## config.mk

```make
export PLATFORM = sky130hd
export DESIGN_NAME = ebr_read_seq
export DESIGN_NICKNAME = d
export VERILOG_FILES = /design/src/design/ebr_pkg.sv /design/src/design/ebr_read_seq.sv /design/src/design/ebr_wait_sync.sv
export VERILOG_INCLUDE_DIRS = /design/src /design/src/design
export SDC_FILE = /design/constraint.sdc
export NUM_CORES = 1
export LEC_CHECK = 0
export BUFFER_PORTS_ARGS = -buffer_cell sky130_fd_sc_hd__buf_2
export CORE_MARGIN = 3
export CORE_UTILIZATION = 50
export DETAILED_ROUTE_END_ITERATION = 6
export PLACE_DENSITY = 0.83
export SYNTH_ARGS = -nofsm -noshare
export SYNTH_HDL_FRONTEND = slang
export SYNTH_HIERARCHICAL = 1
export SYNTH_SLANG_ARGS = --single-unit
```

## constraint.sdc

```tcl
create_clock -name ref_clk -period 2.7 [get_ports ref_clk]
set_clock_uncertainty 0.1 [all_clocks]
set_input_delay 0 -clock ref_clk [delete_from_list [all_inputs] [get_ports ref_clk]]
set_output_delay 0 -clock ref_clk [all_outputs]
set_load 0.01 [all_outputs]
```

## src/design/ebr_defines.svh

```systemverilog
// Timing limits and field widths for the expansion bus read sequencer.
`ifndef EBR_DEFINES_SVH
`define EBR_DEFINES_SVH
// ----------------------------------------
// Phase length settings and field widths
// ----------------------------------------
`define EBR_LEN_W          4
`define EBR_ADDR_LEN_MIN   4'h2
`define EBR_SETUP_LEN_MIN  4'h2
`define EBR_STROBE_LEN_MIN 4'h1
`define EBR_RECOV_LEN_MIN  4'h1
`define EBR_ADDR_W         16
`define EBR_DATA_W         16
`define EBR_CNT_W          5
// ----------------------------------------
// Bus clock figures
// ----------------------------------------
`define EBR_CLK_PERIOD_NS  40
`define EBR_ADDR_VALID_MIN 11
`define EBR_ADDR_VALID_MAX 45
`define EBR_RECOV_MAX      17
`endif

```

## src/design/ebr_pkg.sv

```systemverilog
// Types shared by the expansion bus read sequencer.
package ebr_pkg;
    // Phase encoding, Gray along idle-address-setup-strobe-recovery.
    typedef enum logic [2:0]
    {
        EBR_IDLE   = 3'h0,
        EBR_ADDR   = 3'h1,
        EBR_SETUP  = 3'h3,
        EBR_STROBE = 3'h2,
        EBR_RECOV  = 3'h6
    } ebr_phase_t;

    // Programmed phase lengths.
    typedef struct packed
    {
        logic [3:0] address_phase_len;
        logic [3:0] setup_phase_len;
        logic [3:0] strobe_phase_len;
        logic [3:0] recovery_phase_len;
    } ebr_timing_t;

    // Pins driven toward the target.
    typedef struct packed
    {
        logic        chip_select_n;
        logic        host_data_strobe_n;
        logic [15:0] address;
    } ebr_pins_t;
endpackage

```

## src/design/ebr_read_seq.sv

```systemverilog
// Read cycle sequencer for a 16-bit non-multiplexed host port target.
`timescale 1ns/1ps
`default_nettype none
`include "ebr_defines.svh"
module ebr_read_seq
    import ebr_pkg::*;
(
    input  wire logic                   ref_clk,
    input  wire logic                   rst_b,
    input  wire logic                   rd_req,
    input  wire logic [15:0]            rd_addr,
    input  wire ebr_timing_t            timing,
    input  wire logic                   target_wait_request,
    input  wire logic [15:0]            target_data,
    output ebr_pins_t                   pins,
    output logic                        rd_busy,
    output logic                        rd_done,
    output logic [15:0]                 rd_data
);
    ebr_phase_t  phase_ff;
    ebr_phase_t  nxt_phase;
    logic [4:0]  cnt_ff;
    logic [4:0]  nxt_cnt;
    logic        held_ff;
    logic        nxt_held;
    ebr_timing_t tim_ff;
    ebr_timing_t nxt_tim;
    ebr_pins_t   pins_ff;
    ebr_pins_t   nxt_pins;
    logic        busy_ff;
    logic        nxt_busy;
    logic        done_ff;
    logic        nxt_done;
    logic [15:0] data_ff;
    logic [15:0] nxt_data;
    logic [15:0] tdata_meta_ff;
    logic [15:0] tdata_ff;
    logic        wait_sync;

    // Raise a setting to its floor so a low value cannot break timing.
    function automatic logic [3:0] floor_len(input logic [3:0] v, input logic [3:0] lo);
        floor_len = (v < lo) ? lo : v;
    endfunction

    // Last cycle of a phase whose length is the setting plus one.
    function automatic logic last_cycle(input logic [4:0] c, input logic [3:0] len);
        last_cycle = (c == {1'b0, len});
    endfunction

    ebr_wait_sync u_wait_sync
    (
        .ref_clk  (ref_clk),
        .rst_b    (rst_b),
        .async_in (target_wait_request),
        .sync_out (wait_sync)
    );

    // ----------------------------------------
    // Phase sequencer
    // ----------------------------------------
    // Counts run in bus clock periods; the wait only stalls address and strobe.
    always_comb
    begin
        nxt_phase = phase_ff;
        nxt_cnt   = cnt_ff + 5'h01;
        nxt_held  = held_ff;
        nxt_tim   = tim_ff;
        nxt_pins  = pins_ff;
        nxt_busy  = busy_ff;
        nxt_done  = 1'b0;
        nxt_data  = data_ff;
        case (phase_ff)
            EBR_IDLE:
            begin
                nxt_cnt = 5'h00;
                if (rd_req)
                begin
                    nxt_tim.address_phase_len  = floor_len(timing.address_phase_len,
                                                           `EBR_ADDR_LEN_MIN);
                    nxt_tim.setup_phase_len    = floor_len(timing.setup_phase_len,
                                                           `EBR_SETUP_LEN_MIN);
                    nxt_tim.strobe_phase_len   = floor_len(timing.strobe_phase_len,
                                                           `EBR_STROBE_LEN_MIN);
                    nxt_tim.recovery_phase_len = floor_len(timing.recovery_phase_len,
                                                           `EBR_RECOV_LEN_MIN);
                    nxt_pins.chip_select_n = 1'b0;
                    nxt_pins.address       = rd_addr;
                    nxt_busy               = 1'b1;
                    nxt_held               = 1'b0;
                    nxt_phase              = EBR_ADDR;
                end
            end
            EBR_ADDR:
            begin
                if (wait_sync)
                begin
                    nxt_cnt  = cnt_ff;
                    nxt_held = 1'b1;
                end
                else if (held_ff)
                begin
                    nxt_cnt  = cnt_ff;
                    nxt_held = 1'b0;
                end
                else if (last_cycle(cnt_ff, tim_ff.address_phase_len))
                begin
                    nxt_cnt   = 5'h00;
                    nxt_phase = EBR_SETUP;
                end
            end
            EBR_SETUP:
            begin
                if (last_cycle(cnt_ff, tim_ff.setup_phase_len))
                begin
                    nxt_cnt                     = 5'h00;
                    nxt_pins.host_data_strobe_n = 1'b0;
                    nxt_held                    = 1'b0;
                    nxt_phase                   = EBR_STROBE;
                end
            end
            EBR_STROBE:
            begin
                if (wait_sync)
                begin
                    nxt_cnt  = cnt_ff;
                    nxt_held = 1'b1;
                end
                else if (held_ff)
                begin
                    nxt_cnt  = cnt_ff;
                    nxt_held = 1'b0;
                end
                else if (last_cycle(cnt_ff, tim_ff.strobe_phase_len))
                begin
                    nxt_data                    = tdata_ff;
                    nxt_done                    = 1'b1;
                    nxt_pins.host_data_strobe_n = 1'b1;
                    nxt_pins.chip_select_n      = 1'b1;
                    nxt_cnt                     = 5'h00;
                    nxt_phase                   = EBR_RECOV;
                end
            end
            EBR_RECOV:
            begin
                if (last_cycle(cnt_ff, tim_ff.recovery_phase_len))
                begin
                    nxt_cnt   = 5'h00;
                    nxt_busy  = 1'b0;
                    nxt_phase = EBR_IDLE;
                end
            end
            default:
            begin
                nxt_phase = EBR_IDLE;
                nxt_cnt   = 5'h00;
                nxt_busy  = 1'b0;
            end
        endcase
    end

    always_ff @(posedge ref_clk)
    begin
        if (!rst_b)
        begin
            phase_ff <= EBR_IDLE;
            cnt_ff   <= 5'h00;
            held_ff  <= 1'b0;
            tim_ff   <= 16'h0000;
            pins_ff  <= {1'b1, 1'b1, 16'h0000};
            busy_ff  <= 1'b0;
            done_ff  <= 1'b0;
            data_ff  <= 16'h0000;
        end
        else
        begin
            phase_ff <= nxt_phase;
            cnt_ff   <= nxt_cnt;
            held_ff  <= nxt_held;
            tim_ff   <= nxt_tim;
            pins_ff  <= nxt_pins;
            busy_ff  <= nxt_busy;
            done_ff  <= nxt_done;
            data_ff  <= nxt_data;
        end
    end

    // ----------------------------------------
    // Read data capture
    // ----------------------------------------
    // The data pins are stable by the window end, but two stages keep them safe.
    always_ff @(posedge ref_clk)
    begin
        if (!rst_b)
        begin
            tdata_meta_ff <= 16'h0000;
            tdata_ff      <= 16'h0000;
        end
        else
        begin
            tdata_meta_ff <= target_data;
            tdata_ff      <= tdata_meta_ff;
        end
    end

    assign pins    = pins_ff;
    assign rd_busy = busy_ff;
    assign rd_done = done_ff;
    assign rd_data = data_ff;
endmodule
`default_nettype wire

```

## src/design/ebr_wait_sync.sv

```systemverilog
// Two-flop synchroniser for the target wait request pin.
`timescale 1ns/1ps
`default_nettype none
module ebr_wait_sync
(
    input  wire logic ref_clk,
    input  wire logic rst_b,
    input  wire logic async_in,
    output logic      sync_out
);
    logic meta_ff;
    logic nxt_meta;
    logic sync_ff;
    logic nxt_sync;

    // ----------------------------------------
    // Synchroniser
    // ----------------------------------------
    // Only the second stage is ever read, to keep metastability contained.
    always_comb
    begin
        nxt_meta = async_in;
        nxt_sync = meta_ff;
    end

    always_ff @(posedge ref_clk)
    begin
        if (!rst_b)
        begin
            meta_ff <= 1'b0;
            sync_ff <= 1'b0;
        end
        else
        begin
            meta_ff <= nxt_meta;
            sync_ff <= nxt_sync;
        end
    end

    assign sync_out = sync_ff;
endmodule
`default_nettype wire

```

---- Word-level counts from Yosys, hierarchy flattened ----
Index checks and enable logic that the tools add are counted.
operators by class
  add/subtract/negate cells ............... 1
  $lt $le $gt $ge ......................... 4
  equal/unequal tests ..................... 17
  mux-type cells .......................... 36
  bitwise operators ....................... 5
  reduce and logical (&&, ||, !) cells .... 15
operators by type and width
  cell                   number
  $mux W5                8
  $mux W3                9
  $eq A5 B4 Y1           4
  $pmux W5 S4            1
  $ne A2 B2 Y1 const B   9
  $mux W4                4
  $pmux W3 S5            1
  $reduce_and A5 Y1      2
  $reduce_and A9 Y1      1
  $lt A4 B1 Y1 const B   2
  $lt A4 B2 Y1 const B   2
  $reduce_and A4 Y1      2
  $eq A3 B2 Y1 const B   2
  $mux W1                6
  $mux W2                3
  $pmux W1 S3            2
  $reduce_and A3 Y1      2
  $add A5 B1 Y5 const B  1
  $not A1 Y1             5
  $pmux W1 S2            2
  $reduce_bool A2 Y1     2
  $reduce_or A4 Y1       1
  $eq A3 B1 Y1 const B   1
  $eq A3 B3 Y1 const B   1
  other kinds (5)        5
storage, ports and cells
  register bits after elaboration ......... 95
  output and inout bits ................... 36
  word-level logic and storage cells ...... 95

---- Longest topological paths before layout ----
  depth after elaboration ................. 5
  mapped depth ............................ 9

---- Modules after synthesis ----
Netlist, hierarchy kept.
by module, submodules not included
  module         instances  cells each  area each (um^2)  seq. area each (um^2)
  ebr_read_seq   1          378         3458.3            1861.8
  ebr_wait_sync  1          4           52.6              40.0

---- Least setup slack after synthesis ----
No wires, ideal clock.
  kind .................................... reg-to-reg
  from .................................... reg cnt_ff[0]
  to ...................................... reg data_ff[10] (netlist: rd_data[10])
  data arrival time ....................... 1791 ps
  required time ........................... 2472 ps
  path slack .............................. 681 ps
  cell stages (with the launch flop) ...... 10
  path buffers ............................ 3
  cell sequence ........................... dfxtp_1 -> buf_6 -> xor2_1 -> nor2_2 -> nand4_2 -> or4b_1 -> buf_6 -> buf_6 -> mux2i_1 -> nor2_1
on the way
  cells in the longest elaborated chain, start to end .. 2
ends and longest elaborated chain
  item                         RTL line             RTL
  start, declared              ebr_read_seq.sv:22   logic [4:0] cnt_ff;
  start signal, assigned       ebr_read_seq.sv:177  cnt_ff <= nxt_cnt;
  $eq A5 B4 Y1                 ebr_read_seq.sv:47   last_cycle = (c == {1'b0, len});
  $reduce_and A4 Y1 (no line)  n/a
  end signal, assigned         ebr_read_seq.sv:183  data_ff <= nxt_data;
  end, declared                ebr_read_seq.sv:34   logic [15:0] data_ff;
Every way passes these cells.
A chain may end at the register's enable or synchronous reset.

---- Final worst setup path ----
  from .................................... reg phase_ff[0]
  to ...................................... reg tim_ff[12] in the netlist's numbering
on the way
  cells in the longest elaborated chain, start to end .. 2
ends and longest elaborated chain
  item                         RTL line             RTL
  start, declared              ebr_read_seq.sv:20   ebr_phase_t phase_ff;
  start signal, assigned       ebr_read_seq.sv:176  phase_ff <= nxt_phase;
  $logic_not A3 Y1             ebr_read_seq.sv:72   case (phase_ff)
  $reduce_and A2 Y1 (no line)  n/a
  end signal, assigned         ebr_read_seq.sv:179  tim_ff <= nxt_tim;
  end, declared                ebr_read_seq.sv:26   ebr_timing_t tim_ff;
Every way passes these cells.

==> impl_metrics.ini <==
[logic_synthesis]
synth_area_sq_um = 3511
syn_inst = 382
yosys_warnings = 6
ys_seq_area_share_pct = 54.17
synthArstFlopShare_pct = 0
synth_area_leader_cell = dfxtp_1
synthTopCellsByArea = dfxtp_1 54%, nand2_1 7.2%, and2_1 6.2%, a21oi_1 5.1%, mux2i_1 4.8%
synth-edff-count = 0
avgSynthCellArea_sq_um = 9.191
synth_top_area_share_pct = 54.17
synth_cell_type_count = 37
synth_ff_type = dfxtp_1
ys_seq_elements = 95
synth.net_count = 435

[floorplanning]
dieArea_sq_um = 8063
io_pins = 88
dieWidth_um = 89.80
core_region_area_sq_um = 6568
die_h_um = 89.80
initial_core_util_pct = 53.46
num_rows = 29

[clock_tree]
cts_hold_buf = 50
cts_buffers = 9
cts_root_buf = clkbuf_8
cts_tree = built
cts_buffer_depth = 2
post_cts_buffers = 0
cts.reportedPaths.clkPinSlew_ps = 100
cts_resized = 0
cts_max_level = 3
clkLatencyLatePin_ps = 360
cts_num_sinks = 95

[global_routing]
antenna_found_initial = 0
track_usage_pct = 21.38
gr-total-overflow = 0
grt_pass1_vias = 3012
grt_max_degree = 57
grt_pass1_wl_mm = 14.01

[layout]
seq_area_sq_um = 1902
multi_input_area_sq_um = 1449
insertedDiodeCount = 0
fill_cells = 471
final_nets = 560
final_common_cell = dfxtp_1
layout_common_cells = 95 x dfxtp_1, 87 x buf_2, 67 x nand2_1, 50 x dlygate4sd3_1, 36 x a21oi_1
area_delta_synth_final_pct = 32.39
fin_cells = 605
drive_above_1_share_pct = 22.66
post-route-util_pct = 70.78

[place]
dpl_worst_slack_ps = 460.4
place.gp.congestion = 0.8448
dp_hpwl_mm = 4.942
dp.cells = 539
io_buffers = 87

[sta]
worst_pin_slew_ps = 956.7
drv_slew = 0
setup_viol = 0
finalHoldViolCount = 0
post-route-period-util_pct = 95.35
setup_slack_ps = 125.5
min_period_ps = 2574
tns_ps = 0
grt_setup_unrepaired = no
fmax_mhz = 388.4
relSlewSlack_pct = 36.13

[setup_path]
worstSetupPathType = flop to flop
crit_path_max_fanout = 13
crit_start = phase_ff[0]
rrSetupSlack_ps = 130
r2r_start = phase_ff[0]
start_kind = flop
r2r-end = tim_ff[12]
arrival_ps = 2760
required_ps = 2880
end_kind = flop
r2r_cells = 5

[worst_hold_path]
worstHoldStart = rst_b
holdPathEnd = pins[17]
hold_depth = 2
hold_path.class = input port to flop

[drt]
final_antenna_net_count = 0
wire_per_inst_um = 14.09
first_pass_iters = 5
vias_per_cell = 5.081
num_vias = 3074
wirelength_mm = 8.527
drc = 0
drt_iter0_markers = 309

[power_and_ir_drop]
internal-power_mw = 2.415
pwr-share-seq_pct = 47.3
combPwrFrac_pct = 27.6
peakVddDrop_mv = 0.4934
swShare_pct = 34.32
powerDensity_nw_per_um2 = 791.1
clkPwrFrac_pct = 25.2
p_switching_mw = 1.262
leakagePower_nw = 2.116

[job]
drv_cap = 0

[status]
status = completed
## area by class of cell
type                            instances  area share, %
Sequential cell                        95          40.92
Multi-Input combinational cell        256          31.17
Timing Repair Buffer                  141          20.78
Clock buffer                           10          2.961
Tap cell                               93          2.503
Clock inverter                          6          1.346
Inverter                                4         0.3230
## cell families after synthesis
family                     share of synthesized area [%]
AOI/OAI and AO/OA                                  8.981
xor gates and xnor gates                           4.883
adders and majority gates                         0.3563
buffers and inverters                              4.562
DFF                                                54.17
muxes                                              5.167
and+or+nand+nor                                    21.88
## stage by stage
stage | instance area [sq um] | hold slack, ps | power (mW)
after floorplan | 3511 | 21.71 | 2.453
after global placement | 3948 | 105.0 | 2.659
after detailed placement | 3948 | 108.1 | 2.687
after CTS | 4648 | 10.22 | 3.659
after global routing | 4648 | 44.04 | 3.889
final | 4648 | 22.29 | 3.677
## how the worst max path moves through the flow
stage                  end  slack (ps)  cells past startpoint
5_1_grt         tim_ff[12]          50                      5
4_1_cts         tim_ff[12]         270                      5
6_report        tim_ff[12]         130                      5
3_5_place_dp   rd_data[11]         460                      7
2_1_floorplan  rd_data[10]         680                      9
3_3_place_gp   rd_data[13]         560                      7
## cells in the mapped netlist (all sizes together), types with 2 or more instances
cell type  number
o311ai          2
nor3           14
nor2           34
buf             8
nand2          67
xnor2          10
inv             4
a31oi           3
o21ai           5
and2           35
a21oi          36
nand3           9
clkbuf         19
mux2i          17
dfxtp          95
o311a           2
xor2            7
o22ai           2
## layer usage
layer  global-route usage [%]  vias to the layer above  part of all wire [%]
li1                         -                     1513                     -
met1                    24.47                     1401                    40
met2                    36.59                      132                    51
met3                    5.593                       28                   5.9
met4                    11.37                        0                   3.8
met5                        0                        -                     0
## critical path, stage by stage (launching register included)
cell	delay (ps)
dfxtp_1	420
nor3b_1	440
and2_1	550
o311ai_1	200
dlygate4sd3_1	600
a21oi_1	180
## power by group through the flow
stage / Clock, mW / Combinational (mW) / Sequential, mW
finish: 0.925 / 1.01 / 1.74
global route: 1.01 / 1.12 / 1.76
CTS: 0.940 / 0.988 / 1.73
detailed placement: 0 / 0.925 / 1.76
global placement: 0 / 0.903 / 1.76
floorplan: 0 / 0.726 / 1.73
## registers in the layout, summed over array words and instances, names as in the netlist
name / flops
cnt_ff: 5
held_ff: 1
phase_ff: 3
pins: 18
rd_busy: 1
rd_data: 16
rd_done: 1
tdata_ff: 16
tdata_meta_ff: 16
tim_ff: 16
u_wait_sync/meta_ff: 1
u_wait_sync/sync_out: 1
Note: power is estimated with default switching activity, not from simulation.
